<file path="src/cic_pkg.sv">
package cic_pkg;

    // Register port geometry
    localparam int ADDR_W = 15;
    localparam int DATA_W = 16;

    // Register offsets
    localparam logic [14:0] OFF_STATUS = 15'h0010;
    localparam logic [14:0] OFF_CONFIG = 15'h0012;
    localparam logic [14:0] OFF_MASK   = 15'h0013;

    // Field positions shared by status and mask registers, plus the global mask bit in config
    localparam int BIT_THERMAL  = 15;
    localparam int BIT_PIN2     = 13;
    localparam int BIT_PIN1     = 12;
    localparam int BIT_REG_LOW  = 0;
    localparam int BIT_GLOBAL   = 0;

    // Bits that exist in status and mask; the rest read as zero
    localparam logic [15:0] LIVE_BITS = 16'hB001;

    // Reset values
    localparam logic [15:0] STATUS_RESET = 16'h0000;
    localparam logic [15:0] MASK_RESET   = 16'h0000;
    localparam logic        GLOBAL_RESET = 1'h1;

    // Pin function codes
    localparam logic [3:0] FN_LEVEL_IN = 4'h0;
    localparam logic [3:0] FN_EDGE_IN  = 4'h1;
    localparam logic [3:0] FN_IRQ_OUT  = 4'h3;

    // Debounce interval in timeout-clock cycles
    localparam int          DEBOUNCE_TICKS = 8;
    localparam int          DEB_CNT_W      = 4;
    localparam logic [3:0]  DEBOUNCE_LAST  = 4'(DEBOUNCE_TICKS - 1);

endpackage : cic_pkg

</file>
<file path="src/cic_debounce.sv">
`timescale 1ns/1ns
module cic_debounce
    import cic_pkg::*;
(
    input  wire logic clock_i,
    input  wire logic rst_b_i,
    input  wire logic en_i,
    input  wire logic tick_i,
    input  wire logic raw_i,
    output logic      stable_o
);

    typedef struct packed {
        logic                 stable;
        logic [DEB_CNT_W-1:0] cnt;
    } cic_deb_state_t;

    cic_deb_state_t st_reg;
    cic_deb_state_t st_next;

    // Count timeout ticks while raw differs; any bounce back restarts the wait
    always_comb begin
        st_next = st_reg;
        if (raw_i == st_reg.stable) begin
            st_next.cnt = '0;
        end else if (tick_i) begin
            if (st_reg.cnt == DEBOUNCE_LAST) begin
                st_next.stable = raw_i;
                st_next.cnt    = '0;
            end else begin
                st_next.cnt = st_reg.cnt + 4'h1;
            end
        end
    end

    always_ff @(posedge clock_i or negedge rst_b_i) begin
        if (!rst_b_i) begin
            st_reg <= '0;
        end else if (en_i) begin
            st_reg <= st_next;
        end
    end

    assign stable_o = st_reg.stable;
endmodule : cic_debounce

</file>
<file path="src/cic_irq_ctrl.sv">
`timescale 1ns/1ns
// How it works
// Pins, thermal and regulator events raise requests
// Each source has a readable status bit
// Masking only blocks the request, not status
// Request is OR of unmasked status bits
// Status sticky until status register is read
// Request holds until the status read
// Present condition re-sets status after read
// Polarity bit picks rising or falling edge
// Both-edge bit triggers on either edge
// Pin inputs debounced on the timeout clock
// Host enables timeout and oscillator clocks first
// Global mask forces request off, resets set
// Request routable to any pin by function
// Status bits 15, 13, 12, 0, reset zero
// Mask bits match status positions, reset zero
// Global mask is bit 0 at 0x12
// Single-edge mode: rising normally, falling inverted
// Code 0000 level trigger, 0001 edge trigger
// Code 0011 drives the request onto pin
// New event beats a clearing read
// Debounce waits a fixed count of ticks
module cic_irq_ctrl
    import cic_pkg::*;
(
    input  wire logic              clock_i,
    input  wire logic              rst_b_i,
    input  wire logic              en_i,
    input  wire logic [ADDR_W-1:0] reg_addr_i,
    input  wire logic              reg_wr_i,
    input  wire logic              reg_rd_i,
    input  wire logic [DATA_W-1:0] reg_wdata_i,
    output logic      [DATA_W-1:0] reg_rdata_o,
    input  wire logic              thermal_alarm_i,
    input  wire logic              regulator_low_i,
    input  wire logic [1:0]        pin_level_i,
    input  wire logic [1:0]        pin_polarity_invert_i,
    input  wire logic [1:0]        pin_both_edge_select_i,
    input  wire logic [3:0]        pin1_function_code_i,
    input  wire logic [3:0]        pin2_function_code_i,
    input  wire logic              timeout_clock_i,
    input  wire logic              timeout_clock_enable_i,
    input  wire logic              oscillator_clock_enable_i,
    output logic                   irq_o,
    output logic      [1:0]        pin_irq_out_o,
    output logic      [1:0]        pin_irq_oe_o
);

    typedef struct packed {
        logic [15:0] status;
        logic [15:0] mask;
        logic        gmask;
        logic [15:0] rdata;
        logic        irq;
        logic [1:0]  pin_out;
        logic [1:0]  pin_oe;
        logic        timeout_clock_prev;
    } cic_top_state_t;

    cic_top_state_t st_reg;
    cic_top_state_t st_next;

    logic [3:0]  pin_fn [2];
    logic [1:0]  pin_stable;
    logic [1:0]  pin_event;
    logic        timeout_clock_tick;
    logic        rd_status;
    logic [15:0] event_set;
    logic [15:0] read_clear;

    // Register address match, used by every decode below
    function automatic logic reg_hit(input logic [ADDR_W-1:0] addr,
                                     input logic [ADDR_W-1:0] off);
        reg_hit = (addr == off);
    endfunction : reg_hit

    // Request level from a status and mask pair
    function automatic logic request_of(input logic [15:0] status,
                                        input logic [15:0] mask,
                                        input logic        gmask);
        request_of = (|(status & ~mask & LIVE_BITS)) & ~gmask;
    endfunction : request_of

    assign pin_fn[0] = pin1_function_code_i;
    assign pin_fn[1] = pin2_function_code_i;

    // Timeout clock is sampled; both enables must be set or debounce stalls
    assign timeout_clock_tick = timeout_clock_i & ~st_reg.timeout_clock_prev
                      & timeout_clock_enable_i & oscillator_clock_enable_i;

    // One debounce and one event detector per pin
    for (genvar p = 0; p < 2; p++) begin : g_pin
        cic_debounce u_deb (
            .clock_i  (clock_i),
            .rst_b_i  (rst_b_i),
            .en_i     (en_i),
            .tick_i   (timeout_clock_tick),
            .raw_i    (pin_level_i[p]),
            .stable_o (pin_stable[p])
        );

        cic_pin_event u_evt (
            .clock_i     (clock_i),
            .rst_b_i     (rst_b_i),
            .en_i        (en_i),
            .level_i     (pin_stable[p]),
            .polarity_i  (pin_polarity_invert_i[p]),
            .both_edge_i (pin_both_edge_select_i[p]),
            .function_i  (pin_fn[p]),
            .event_o     (pin_event[p])
        );
    end

    // Gather source events into their status positions
    always_comb begin
        event_set               = '0;
        event_set[BIT_THERMAL]  = thermal_alarm_i;
        event_set[BIT_REG_LOW]  = regulator_low_i;
        event_set[BIT_PIN1]     = pin_event[0];
        event_set[BIT_PIN2]     = pin_event[1];
    end

    assign rd_status  = reg_rd_i & reg_hit(reg_addr_i, OFF_STATUS);
    assign read_clear = rd_status ? LIVE_BITS : 16'h0000;

    // Next state; the request is built from next values so it lines up
    always_comb begin
        st_next            = st_reg;
        st_next.timeout_clock_prev = timeout_clock_i;

        // Set wins over a read clear; mask is not consulted here
        st_next.status = ((st_reg.status & ~read_clear) | event_set) & LIVE_BITS;

        // Writes to the status register are ignored, it is read only
        if (reg_wr_i && reg_hit(reg_addr_i, OFF_MASK)) begin
            st_next.mask = reg_wdata_i & LIVE_BITS;
        end
        if (reg_wr_i && reg_hit(reg_addr_i, OFF_CONFIG)) begin
            st_next.gmask = reg_wdata_i[BIT_GLOBAL];
        end

        // Readback data is captured on the read strobe and then held
        if (reg_rd_i) begin
            if (reg_hit(reg_addr_i, OFF_STATUS)) begin
                st_next.rdata = st_reg.status & LIVE_BITS;
            end else if (reg_hit(reg_addr_i, OFF_CONFIG)) begin
                st_next.rdata = {15'h0000, st_reg.gmask};
            end else if (reg_hit(reg_addr_i, OFF_MASK)) begin
                st_next.rdata = st_reg.mask & LIVE_BITS;
            end else begin
                st_next.rdata = 16'h0000;
            end
        end

        st_next.irq = request_of(st_next.status, st_next.mask, st_next.gmask);

        // Pin route: drive the request where function selects it
        for (int p = 0; p < 2; p++) begin
            st_next.pin_oe[p]  = (pin_fn[p] == FN_IRQ_OUT);
            st_next.pin_out[p] = st_next.irq ^ pin_polarity_invert_i[p];
        end
    end

    // Global mask starts set so nothing fires before software is ready
    always_ff @(posedge clock_i or negedge rst_b_i) begin
        if (!rst_b_i) begin
            st_reg        <= '0;
            st_reg.status <= STATUS_RESET;
            st_reg.mask   <= MASK_RESET;
            st_reg.gmask  <= GLOBAL_RESET;
        end else if (en_i) begin
            st_reg <= st_next;
        end
    end

    assign reg_rdata_o   = st_reg.rdata;
    assign irq_o         = st_reg.irq;
    assign pin_irq_out_o = st_reg.pin_out;
    assign pin_irq_oe_o  = st_reg.pin_oe;
endmodule : cic_irq_ctrl

</file>
<file path="src/cic_pin_event.sv">
`timescale 1ns/1ns
module cic_pin_event
    import cic_pkg::*;
(
    input  wire logic       clock_i,
    input  wire logic       rst_b_i,
    input  wire logic       en_i,
    input  wire logic       level_i,
    input  wire logic       polarity_i,
    input  wire logic       both_edge_i,
    input  wire logic [3:0] function_i,
    output logic            event_o
);

    typedef struct packed {
        logic prev;
    } cic_evt_state_t;

    cic_evt_state_t st_reg;
    cic_evt_state_t st_next;
    logic           rise;
    logic           fall;

    // Edges are taken on the pin itself so a polarity write makes no edge
    always_comb begin
        st_next.prev = level_i;
        rise         = level_i & ~st_reg.prev;
        fall         = ~level_i & st_reg.prev;
        case (function_i)
            FN_LEVEL_IN: event_o = level_i ^ polarity_i;
            FN_EDGE_IN:  event_o = both_edge_i ? (rise | fall)
                                 : (polarity_i ? fall : rise);
            default:     event_o = 1'h0;
        endcase
    end

    always_ff @(posedge clock_i or negedge rst_b_i) begin
        if (!rst_b_i) begin
            st_reg <= '0;
        end else if (en_i) begin
            st_reg <= st_next;
        end
    end
endmodule : cic_pin_event

</file>
<file path="config.mk">
export PLATFORM = sky130hd
export DESIGN_NAME = cic_irq_ctrl
export DESIGN_NICKNAME = d
export VERILOG_FILES = /design/src/cic_pkg.sv /design/src/cic_debounce.sv /design/src/cic_irq_ctrl.sv /design/src/cic_pin_event.sv
export SDC_FILE = /design/constraint.sdc
export NUM_CORES = 1
export LEC_CHECK = 0
export ABC_AREA = 1
export BUFFER_PORTS_ARGS = -buffer_cell sky130_fd_sc_hd__buf_2
export CORE_AREA = 2 2 58 82
export CTS_CLUSTER_DIAMETER = 200
export DETAILED_ROUTE_END_ITERATION = 7
export DIE_AREA = 0 0 60 84
export PLACE_DENSITY = 0.89
export SYNTH_ARGS = -nofsm -noshare
export SYNTH_HDL_FRONTEND = slang
export SYNTH_SLANG_ARGS = --single-unit
</file>
<file path="constraint.sdc">
create_clock -name clock_i -period 2.3 [get_ports clock_i]
set_input_delay 0.23 -clock clock_i [delete_from_list [all_inputs] [get_ports clock_i]]
set_output_delay 0.23 -clock clock_i [all_outputs]
set_load 0.01 [all_outputs]
</file>
==> After elaboration in Yosys (flattened, before gate mapping) <==
Cells that the tools add are included.
{ "totals": {"regBits": 55, "out_inout_bits": 21, "word_cells": 85} }
{ "classes": {"add_sub_neg": 2, "n_eq_ne": 11, "muxes": 18, "n_bitwise": 28, "n_reduce_logical": 12} }
{ "ops": {"columns": ["cell", "count"], "rows": [
  ["$mux 16", 5],
  ["$eq 15x5->1 const B", 3],
  ["$and 16x16->16", 2],
  ["$not 16->16", 2],
  ["$mux 4", 6],
  ["$or 16x16->16", 1],
  ["$and 1x1->1", 9],
  ["$add 4x1->4 const B", 2],
  ["$eq 4x1->1 const B", 2],
  ["$eq 4x2->1 const B", 2],
  ["$eq 4x3->1 const B", 2],
  ["$logic_not 4->1", 2],
  ["$not 1->1", 8],
  ["$reduce_and 4->1", 2],
  ["$reduce_and 2->1", 3],
  ["$mux 1", 5],
  ["$pmux 1 s2", 2],
  ["$reduce_bool 2->1", 2],
  ["$reduce_or 4->1", 1],
  ["$xor 1x1->1", 4],
  ["$eq 1x1->1", 2],
  ["$logic_and 1x1->1", 2],
  ["$or 1x1->1", 2]
]} }

==> Logic depth before layout (Yosys ltp) <==
Gate-level depths: netlist of the first run.
{ "logic_depth": {"word_depth": 10, "depth_mapped": 15} }

==> Hierarchy <==
Synthesis of the first run repeated with hierarchy kept, for this count alone.
{ "hier_totals": {"cells_unflattened": 308, "area_unflattened_um2": 2173.3} }
{ "modules_own_cells": {"columns": ["mod", "n_inst", "cells_each", "area_each_um2"], "rows": [
  ["cic_irq_ctrl", 1, 178, 1281.2],
  ["cic_debounce", 2, 43, 304.0],
  ["cic_pin_event at g_pin[1].u_evt", 1, 22, 143.9],
  ["cic_pin_event at g_pin[0].u_evt", 1, 22, 140.1]
]} }

==> Worst setup path before layout of the first run <==
OpenSTA, ideal clock, no wires.
{ "synth_timing": {"path_kind": "reg-to-reg", "from": "register g_pin[1].u_deb.st_reg (netlist bit g_pin[1].u_deb.stable_o)", "to": "register st_reg (netlist bit pin_irq_out_o[0])", "t_arrival_ns": 1.472, "required_ns": 2.183, "setup_slack_ns": 0.711, "path_stages_with_launch": 15, "n_path_buf": 0, "path_cell_list": "dfrtp_1 -> inv_1 -> ha_1 -> nor2_1 -> nor2_1 -> o21ai_0 -> nand2_1 -> nand2_1 -> nand2_1 -> nand2_1 -> inv_1 -> nand2_1 -> nand3_1 -> nand3_1 -> nand2_1"} }
{ "synth_via": {"elab_chain_len": 10, "word_cells_on_any_way": 13, "cone_classes": "mux: 3; bitwise: 9; reduce/logical: 1"} }
{ "synth_rtl": {"columns": ["item", "line_no", "rtl"], "rows": [
  ["start, declared", "cic_debounce.sv:18", "cic_deb_state_t st_reg;"],
  ["start signal, assigned", "cic_debounce.sv:40", "st_reg <= st_next;"],
  ["$not 1->1", "cic_pin_event.sv:28", "fall = ~level_i & st_reg.prev;"],
  ["$and 1x1->1", "cic_pin_event.sv:28", null],
  ["$mux 1 / $or 1x1->1 (equally long branches)", "cic_pin_event.sv:32, cic_pin_event.sv:31", null],
  ["$mux 1", "cic_pin_event.sv:31", "FN_EDGE_IN: event_o = both_edge_i ? (rise | fall)"],
  ["$pmux 1 s2 *", "cic_pin_event.sv:29", "case (function_i)"],
  ["$or 16x16->16 *", "cic_irq_ctrl.sv:133", "st_next.status = ((st_reg.status & ~read_clear) | event_set) & LIVE_BITS;"],
  ["$and 16x16->16 *", "cic_irq_ctrl.sv:82", "request_of = (|(status & ~mask & LIVE_BITS)) & ~gmask;"],
  ["$reduce_or 4->1 *", "cic_irq_ctrl.sv:82", null],
  ["$and 1x1->1 *", "cic_irq_ctrl.sv:82", null],
  ["$xor 1x1->1 *", "cic_irq_ctrl.sv:161", "st_next.pin_out[p] = st_next.irq ^ pin_polarity_invert_i[p];"],
  ["end signal, assigned", "cic_irq_ctrl.sv:173", "st_reg <= st_next;"],
  ["end, declared", "cic_irq_ctrl.sv:61", "cic_top_state_t st_reg;"]
]} }
Every way passes the cells marked *; elsewhere a longest branch is shown, timed or not.
A chain may end at the register's enable or synchronous reset.

==> Worst setup path after layout of the first run <==
Same ends and word-level chain as after synthesis.

==> impl_results.md, run 1 <==
* Initial DRT Pass Iterations at 4
* Crit path depth at 14
* Via density at 4.85
* Filler cells at 416
* Sw Ratio at 29.6%
* Nets@finish at 381
* Total internal power at 896 uW
* Vias at 1858
* Fin Hold WS at -0.0206 ns
* Critical Path AT at 2.02 ns
* DRC at 0
* CP Launch Point: g_pin[1].u_deb.stable_o
* Reg-to-Reg End: pin_irq_out_o[0]
* Share of cells above drive strength 1 at 22.7%
* Synthesis warning total at 0
* Final Cycle Share at 79.8%
* CP Launch Type: flop
* Num CTS Buffers at 5
* Tightest Hold Check Type: input pin to asynchronous set/reset pin
* Static Leak at 0.00123 uW
* CP cell instances: inv_1 > ha_1 > nor2_1 > nor2_1 > o21ai_0 > nand2_1 > nand2_1 > nand2_1 > nand2_1 > inv_1 > nand2_1 > nand3_1 > nand3_1 > nand2_1
* Gr usage total at 18.4%
* Clock tree sinks at 31
* Routed met2 length at 2200 um
* Port bufs at 51
* Avg Cell Area, Syn at 7.51 sq um
* # H-tree levels at 2
* Clock buffer depth at 2
* Detailed placement HPWL at 3240 um
* Post-DRT Antenna Nets at 0
* R2r worst-path depth at 14
* Die area at 5040 sq um
* Ant diodes at 0
* Boundary pin count at 76
* Status: finished with violations
* P_sw at 376 uW
* Combinational share of power at 18.8%
* Slew HR at 53.5%
* WL met3 at 221 um
* Wire per inst at 10.9 um
* CP required at 2.48 ns
* Reg power frac at 48.8%
* Max reg flops at 10
* Setup violations, final at 0
* Post-synth top area cell: dfrtp_1
* Synthesized cell area at 2060 sq um
* CTS tree: done
* Vias in the first global route at 1763
* Slowest CP cell: dfrtp_1
* Violated checks: negative hold slack
* Power Dens Cells at 547 nW/um^2
* Crit-path most repeated cell: nand2_1
* Register-to-register setup slack at 0.47 ns
* Overall die width at 60 um
* DR top layer: met4
* Min Tclk post-route at 1.83 ns
* Max Freq at 545 MHz
* TNS Setup at 0 ns
* Synth area leaders: dfrtp_1 36%, nand2_1 11%, inv_1 7.8%, buf_4 7.3%, o21ai_0 6.1%
* Initial antenna violation count at 0
* Final Slew Violations at 0
* Routed WL at 4180 um
* Core region area at 4390 sq um
* Starting Density at 47.0%
* CP bufs+invs at 2
* Fin. Hold Viols at 30
* Seq/Total Area, Yosys at 37.6%
* Slew of the pin with the lowest slew margin at 0.698 ns
* Clk Tree Root Cell: clkbuf_8
* Chip height at 84 um
* Rows at 29
* Clk_lat worst skew at 0.29 ns
* Max-Cap Viols at 0
* Multi-input logic area at 968 sq um
* Clk pwr share at 32.5%
* Setup crit end kind: flop
* Share of the synthesized area in the top cell type at 36.4%
* Setup Fix Bufs, Post-CTS at 0
* Post-synth cell types at 35
* # resized after CTS at 0
* Grt ovf at 0
* Wire length on met1 at 1670 um
* Final core occ at 53.0%
* Maximum VDD drop at 0.488 mV
* Final GP Congestion at 0.864
* RSZ-0062 raised after global routing: no
* Family with the most delay on the worst path: simple AND/OR/NAND/NOR gates
* First DRT Iteration DRCs at 81
* Worst Path Max Fanout at 5
* Max stage delay on crit path at 0.42 ns
* Clk pin slew, worst setup/hold paths at 0.06 ns
* Mapped Cells at 275
* Layout Skew at 0.00412 ns
* R2r startpoint: g_pin[1].u_deb.stable_o
* CP Class: flop to flop
* Yosys reg bits at 31
* CTS Hold Bufs at 0
* Synth-to-Final Area Change at 12.8%
* Largest net degree at the start of global routing at 32
* First-pass GRT wire length at 7100 um
* Sequential Area at 777 sq um
-- power by group through the flow --
stage / registers, uW / clock network, uW / logic, uW
global route: 626 / 444 / 276
finish: 620 / 413 / 239
detailed placement: 629 / 0 / 240
global placement: 627 / 0 / 231
CTS: 620 / 421 / 241
floorplan: 624 / 0 / 182
-- cells in the mapped netlist --
cell,count
nand2_1,62
inv_1,43
dfrtp_1,30
o21ai_0,25
buf_4,20
nor2_1,20
nand3_1,17
ha_1,6
nand4_1,6
a21oi_1,4
buf_6,4
a31oi_1,3
nand2_2,3
nor2_2,3
nor3_1,3
o21a_1,3
o221ai_1,3
or2_2,2
xnor2_1,2
a21boi_0,1
a21oi_2,1
clkbuf_1,1
conb_1,1
dfstp_2,1
mux2_2,1
nand3_2,1
nand3_4,1
nand3b_1,1
nor2_4,1
nor3b_1,1
nor4_1,1
o2111ai_1,1
o21ai_2,1
o31a_1,1
xor2_1,1
-- worst register-to-register path, cell delays in order, from the launching register on --
cell and delay (ns):
dfrtp_1 0.42, inv_1 0.10, ha_1 0.30, nor2_1 0.10
nor2_1 0.05, o21ai_0 0.07, nand2_1 0.09, nand2_1 0.09
nand2_1 0.05, nand2_1 0.09, inv_1 0.05, nand2_1 0.08
nand3_1 0.08, nand3_1 0.10, nand2_1 0.05
-- layout by cell type (no fill, tap or decap), types with 3 or more instances in the layout --
| master | synthesis | final |
|---|---|---|
| a21oi_1 | 4 | 4 |
| a31oi_1 | 3 | 3 |
| buf_2 | 0 | 51 |
| clkbuf_8 | 0 | 5 |
| conb_1 | 1 | 12 |
| dfrtp_1 | 30 | 30 |
| ha_1 | 6 | 6 |
| inv_1 | 43 | 43 |
| nand2_1 | 62 | 62 |
| nand2_2 | 3 | 3 |
| nand3_1 | 17 | 17 |
| nand4_1 | 6 | 6 |
| nor2_1 | 20 | 20 |
| nor2_2 | 3 | 3 |
| nor3_1 | 3 | 3 |
| o21a_1 | 3 | 3 |
| o21ai_0 | 25 | 25 |
| o221ai_1 | 3 | 3 |
-- worst max path at each step --
stage / endpoint / slack [ns]
global route: pin_irq_out_o[0] / 0.22
finish: pin_irq_out_o[0] / 0.47
floorplan: pin_irq_out_o[0] / 0.71
detailed placement: pin_irq_out_o[1] / 0.42
CTS: pin_irq_out_o[0] / 0.46
global placement: pin_irq_out_o[1] / 0.46
-- routing by layer --
layer,global-route usage (%),vias up
met1,18.9,849
met2,33.2,61
met5,0,-
li1,-,939
met4,8.28,0
met3,4.34,9
-- layout make-up --
cell class / count / area share (%)
multi-input cells: 187 / 41.6
well taps: 62 / 3.33
repair buffers: 52 / 11.3
clock buffers: 7 / 3.28
inverters: 43 / 6.93
flip-flops and latches: 31 / 33.4
clock inverters: 1 / 0.215
-- kinds of logic (layout without fill, tap and decap cells) --
group	count (synthesis)	count (layout)	synth area share [%]
flops	31	31	37.6
simple gates	122	122	26.9
mux	1	1	0.545
buf+inv	68	103	17.5
compound gates	43	43	12.4
xor+xnor	3	3	1.27
fa+ha+maj	6	6	3.64
other cells	1	12	0.182
-- through the flow --
step / setup slack (ns) / instances / hold WS [ns] / total power [uW] / cell area [sq um]
2_1_floorplan: 0.711 / 286 / -0.0656 / 806 / 2110
3_3_place_gp: 0.463 / 375 / 0.312 / 858 / 2250
3_5_place_dp: 0.421 / 375 / 0.313 / 869 / 2250
4_1_cts: 0.456 / 383 / 0.00465 / 1280 / 2330
5_1_grt: 0.224 / 383 / 0.0404 / 1350 / 2330
6_report: 0.465 / 383 / -0.0206 / 1270 / 2330
No activity file was read; power rests on OpenSTA's default activity.
==> inputs of run 2 (changes only) <==
- ABC_AREA: 1 -> 0
- CORE_AREA: 2 2 58 82 -> 2 2 61 85
- DIE_AREA: 0 0 60 84 -> 0 0 63 87
- PLACE_DENSITY: 0.89 -> 0.85
- clock period: 2.3 -> 1.6 ns (I/O delays scaled with it)
==> run 2 against run 1 <==
Effect of this change: the run ends with negative setup slack left; worst hold slack better by 0.14 ns; sequential power increased by 39%; core utilization down 1.6 points; maximum frequency grew 6.3%; routed wire length is 5.8% higher; via count shrank 5.8%; global-route usage is 1.6 points lower; clock-buffer cell count is the same; first-iteration DRC count increased by 15%; largest power group unchanged.
==> impl_results.md, run 2 <==
* Nets@finish at 334
* Top post-synthesis cells by count: 30 x dfrtp_1, 22 x o21ai_0, 21 x buf_4, 21 x nand2_1
* Main synth FF type: dfrtp_1
* Share of cells above drive strength 1 at 38.0%
* Final instance area at 2450 sq um
* Final Worst Setup Slack at -0.127 ns
* Vias in the first global route at 1617
* # H-tree levels at 2
* Status: finished with violations
* Grt ovf at 0
* Final GP Congestion at 0.997
* Worst setup endpoint: pin_irq_out_o[0]
* Post-route insts no fill at 338
* Clk Tree Root Cell: clkbuf_8
* Clk_lat worst skew at 0.29 ns
* Final core occ at 51.4%
* Synthesis warning total at 0
* Place WS at -0.313 ns
* Initial antenna violation count at 0
* Clk pin slew, worst setup/hold paths at 0.07 ns
* Synthesized cell area at 2010 sq um
* Share of the synthesized area in the top cell type at 37.4%
* Yosys reg bits at 31
* Num CTS Buffers at 5
* Detailed placement HPWL at 3460 um
* Commonest non-fill, non-tap cells in the layout: 51 x buf_2, 30 x dfrtp_1, 21 x nand2_1
* Register-to-register setup slack at -0.13 ns
* Crit path depth at 9
* DRC at 0
* Commonest non-fill, non-tap cell in the layout: buf_2
* Hold path depth at 2
* Post-synth top area cell: dfrtp_1
* Routing usage on met2 at 30.6%
* Fin. Hold Viols at 0
* First-pass GRT wire length at 7160 um
* Boundary pin count at 76
* Worst Path Max Fanout at 3
* Synth-to-Final Area Change at 22.2%
* Rows at 30
* Final Slew Violations at 0
* Core region area at 4770 sq um
* Slowest CP cell: dfrtp_1
* First DRT Iteration DRCs at 93
* Ant diodes at 0
* Routed WL at 4420 um
* Grt met1 use at 17.5%
* Static Leak at 0.00121 uW
* FFs w/ async S/R, synth at 100%
* Met3 Use GR at 4.53%
* Overall die width at 63 um
* Mapped Cells at 214
* Slew of the pin with the lowest slew margin at 0.684 ns
* Cell Area, Placed at 2300 sq um
* Layout Skew at 0.00828 ns
* Max-Cap Viols at 0
* Synth area leaders: dfrtp_1 37%, buf_4 7.9%, mux2_2 5.6%, o21ai_0 5.5%, nand2_1 3.9%
* RSZ-0062 raised after global routing: yes
* Via density at 5.18
* Violated checks: negative setup slack
* Post-DRT Antenna Nets at 0
* CP Launch Type: flop
* Setup crit end kind: flop
* CP cell instances: inv_1 > ha_2 > mux2_4 > o21ai_2 > a21oi_2 > o211ai_2 > nand4_2 > mux2i_1 > nand2_1
* Count leader, synth: dfrtp_1
* CP Launch Point: g_pin[1].u_deb.stable_o
* Initial DRT Pass Iterations at 4
* Die area at 5480 sq um
* R2r worst-path depth at 9
* Wire per inst at 13.1 um
* CTS tree: done
* Final Cycle Share at 108%
* Avg Cell Area, Syn at 9.38 sq um
* Max stage delay on crit path at 0.38 ns
* Max Freq at 579 MHz
* Clock buffer depth at 2
* Chip height at 87 um
* GRT busiest layer: met2
* Largest net degree at the start of global routing at 32
* Min Tclk post-route at 1.73 ns
* Vias at 1750
* EDFF count, synth at 0
* Reg-to-Reg End: pin_irq_out_o[0]
* Tightest Hold Check Type: input pin to flop
* Critical Path AT at 1.91 ns
* Seq/Total Area, Yosys at 38.7%
* CP Class: flop to flop
* Gr usage total at 16.8%
* Family with the most delay on the worst path: multiplexers
* Maximum VDD drop at 0.453 mV
* Port bufs at 51
* Setup violations, final at 3
* R2r startpoint: g_pin[1].u_deb.stable_o
* Slew HR at 54.4%
* CP bufs+invs at 1
* Clock tree sinks at 31
* Placed insts at 327
* Max reg flops at 10
* Post-synth cell types at 39
* CP required at 1.78 ns
* TNS Setup at -0.345 ns
* Power Dens Cells at 731 nW/um^2
* Starting Density at 42.1%
==> run 2: changes by cell type after synthesis, sizes merged, moves of 4 or more <==
cell and change:
nand3 -9, nor2 -14, mux2i +5, mux2 +9, inv -32, o21ai -4, a21oi +6, nand2 -44
o211ai +4
==> run 2: power breakdown <==
part	total (uW)	switching [uW]	internal, uW
Combinational	295	168	126
Clock	637	290	346
Sequential	862	32.6	829
==> run 2: per-stage QoR <==
| stage | hold slack (ns) | total power [uW] |
|---|---|---|
| global placement | 0.247 | 1150 |
| finish | 0.118 | 1790 |
| global route | 0.121 | 1890 |
| CTS | 0.112 | 1810 |
| detailed placement | 0.256 | 1160 |
| floorplan | -0.136 | 1050 |
==> run 2: logic make-up after synthesis <==
group	after synthesis	synth area share, %
DFF	31	38.7
xor gates and xnor gates	6	2.62
buffers and inverters	37	11.3
adders and majority gates	6	3.74
other	1	0.187
and+or+nand+nor	68	19.5
muxes	15	8.10
AOI/OAI and AO/OA	50	15.9
==> run 2: per-layer routing <==
layer | vias up | routed length [um] | part of all wire [%]
met5 | - | 0 | 0
met4 | 0 | 111 | 2.5
met3 | 12 | 249 | 5.6
met2 | 58 | 2340 | 53
met1 | 834 | 1720 | 39
li1 | 846 | - | -
==> run 2: timing repair <==
| action | in CTS | in global routing |
|---|---|---|
| endpoints found under the setup margin | 4 | 6 |
| hold endpoints to repair | 30 | 0 |
| hold buffers | 1 | 0 |
| setup buffers | 1 | 1 |
| gates cloned | 0 | 0 |
| pin swaps | 4 | 2 |
| resized for setup | 9 | 6 |
==> run 2: layout make-up <==
cell class | instances | area [sq um]
Timing Repair Buffer | 67 | 378
Clock buffer | 7 | 86.3
Clock inverter | 1 | 5.00
Fill cell | 455 | 2310
Sequential cell | 31 | 777
Tap cell | 64 | 80.1
Inverter | 11 | 41.3
Multi-Input combinational cell | 157 | 1080
==> run 2: worst min-delay path by stage <==
| stage | from | to |
|---|---|---|
| 3_5_place_dp | rst_b_i | pin_irq_oe_o[0] |
| 5_1_grt | reg_wdata_i[12] | st_reg[35] |
| 6_report | timeout_clock_i | st_reg[0] |
| 4_1_cts | timeout_clock_i | st_reg[0] |
| 3_3_place_gp | rst_b_i | pin_irq_oe_o[0] |
| 2_1_floorplan | rst_b_i | g_pin[0].u_deb.st_reg[0] |
==> run 2: worst reg2reg max path, cell delays in order (launching register included) <==
cell	delay [ns]
dfrtp_1	0.38
inv_1	0.06
ha_2	0.16
mux2_4	0.26
o21ai_2	0.13
a21oi_2	0.09
o211ai_2	0.15
nand4_2	0.16
mux2i_1	0.18
nand2_1	0.06
==> inputs of run 3 (changes only) <==
- CORE_AREA: 2 2 61 85 -> 2 2 67 95
- DIE_AREA: 0 0 63 87 -> 0 0 69 97
- PLACE_DENSITY: 0.85 -> 0.73
==> run 3 against run 2 <==
Effect of this change: the run still ends with negative setup slack left; worst hold slack gained 0.0053 ns; register-to-register slack lost 0.07 ns; global-route usage fell by 2.1 points; first-iteration DRC count decreased by 2.2%; critical path type unchanged; largest cell class unchanged.
==> impl_results.md, run 3 (synthesis results as in run 2) <==
* Status: finished with violations
* Violated checks: negative setup slack
* Post-DRT Antenna Nets at 0
* Overall die width at 69 um
* Final instance area at 2510 sq um
* Final Worst Setup Slack at -0.198 ns
* Critical Path AT at 1.98 ns
* Static Leak at 0.00123 uW
* Max stage delay on crit path at 0.38 ns
* Crit path depth at 9
* Hold path depth at 2
* Detailed placement HPWL at 3590 um
* Sw Ratio at 25.9%
* Boundary pin count at 76
* P_sw at 511 uW
* CP cell instances: inv_1 > ha_2 > mux2_4 > o21ai_2 > a21oi_2 > o211ai_2 > nand4_2 > mux2i_1 > nand2_1
* Initial DRT Pass Iterations at 4
* Chip height at 97 um
* Grt ovf at 0
* Hold path endpoint: st_reg[0]
* Clk_lat worst skew at 0.29 ns
* Starting Density at 34.7%
* R2r startpoint: g_pin[0].u_deb.stable_o
* Ant diodes at 0
* Worst Path Max Fanout at 3
* Multi-input logic area at 1100 sq um
* Wire per inst at 13.6 um
* First-pass GRT wire length at 7940 um
* Routed WL at 4700 um
* Rows at 33
* Min Tclk post-route at 1.80 ns
* Vias at 1784
* Final GP Congestion at 0.856
* Place WS at -0.231 ns
* Via density at 5.17
* Num CTS Buffers at 5
* Largest net degree at the start of global routing at 32
* Max Freq at 556 MHz
* Slew of the pin with the lowest slew margin at 0.715 ns
* Hold Startpoint: timeout_clock_i
* Initial antenna violation count at 0
* Maximum VDD drop at 0.317 mV
* Nets@finish at 335
* Register-to-register setup slack at -0.20 ns
* R2r worst-path depth at 9
* Synth-to-Final Area Change at 25.1%
* Commonest non-fill, non-tap cells in the layout: 51 x buf_2, 30 x dfrtp_1, 21 x nand2_1
* Final Cycle Share at 112%
* Vias in the first global route at 1856
* Setup violations, final at 3
* Max-Cap Viols at 0
* First DRT Iteration DRCs at 91
* CP Launch Type: flop
* Clock buffer depth at 2
* Die area at 6690 sq um
* Cell Area, Placed at 2320 sq um
* Clock tree sinks at 31
* Fin. Hold Viols at 0
* Max reg flops at 10
* CP Class: flop to flop
* Family with the most delay on the worst path: multiplexers
* Clk Tree Root Cell: clkbuf_8
* Layout Skew at 0.00767 ns
* Setup crit end kind: flop
* Gr usage total at 14.7%
* Reg-to-Reg End: pin_irq_out_o[1]
* Clk pin slew, worst setup/hold paths at 0.07 ns
* Reg power frac at 43.7%
* CTS tree: done
* Tightest Hold Check Type: input pin to flop
* Total internal power at 1460 uW
* CP bufs+invs at 1
* CP required at 1.78 ns
* DRC at 0
* Share of cells above drive strength 1 at 38.2%
* Clk pwr share at 41.1%
* Final Slew Violations at 0
* Fin Hold WS at 0.123 ns
* Filler cells at 574
* Slowest CP cell: dfrtp_1
* RSZ-0062 raised after global routing: yes
* Power consumption at 1970 uW
* Port bufs at 51
* Power Dens Cells at 786 nW/um^2
* # H-tree levels at 2
* Core region area at 5780 sq um
* Combinational share of power at 15.2%
* Commonest non-fill, non-tap cell in the layout: buf_2
* Slew HR at 52.3%
* Sequential Area at 777 sq um
[run 3: stage by stage]
step | instances | util (%) | TNS, ns
after global placement | 335 | 40.2 | -1.02
after detailed placement | 335 | 40.2 | -1.48
after global routing | 345 | 43.4 | -0.892
final | 345 | 43.4 | -0.531
after CTS | 345 | 42.9 | -0.504
after floorplan | 225 | - | -0.291
[run 3: area by class of cell]
| type | count | share of cell area (%) |
|---|---|---|
| timing repair buffer | 68 | 15.3 |
| tap | 70 | 3.49 |
| multi-input combinational | 157 | 43.9 |
| inverter | 11 | 1.64 |
| clock buffer | 6 | 3.29 |
| clock inverter | 2 | 1.40 |
| sequential | 31 | 30.9 |
[run 3: worst max path at each step]
stage                                        from                to  slack, ns
after floorplan           g_pin[1].u_deb.stable_o  pin_irq_out_o[0]       -0.1
after global placement              reg_addr_i[3]  pin_irq_out_o[1]      -0.18
after detailed placement            reg_addr_i[3]  pin_irq_out_o[0]      -0.23
after CTS                 g_pin[0].u_deb.stable_o  pin_irq_out_o[1]      -0.19
after global routing        g_pin[1].u_evt.st_reg  pin_irq_out_o[1]      -0.32
final                     g_pin[0].u_deb.stable_o  pin_irq_out_o[1]      -0.20
[run 3: what timing repair did]
action	in CTS	in global routing
resized for setup	6	8
hold buffers	1	0
hold endpoints to repair	30	0
pin swaps	3	6
setup buffers	1	0
setup endpoints to repair	3	6
[run 3: power by group through the flow]
stage / registers [uW] / clock network, uW / logic (uW)
2_1_floorplan: 867 / 0 / 184
3_3_place_gp: 872 / 0 / 288
3_5_place_dp: 874 / 0 / 293
4_1_cts: 860 / 819 / 300
5_1_grt: 866 / 846 / 343
6_report: 862 / 811 / 301
[run 3: routing by layer]
metal | vias up | wire [um] | global-route usage (%) | part of all wire (%)
li1 | 841 | - | - | -
met1 | 856 | 1670 | 13.9 | 35
met2 | 73 | 2510 | 27.1 | 53
met3 | 14 | 348 | 5.00 | 7.4
met4 | 0 | 173 | 7.84 | 3.7
met5 | - | 0 | 0 | 0
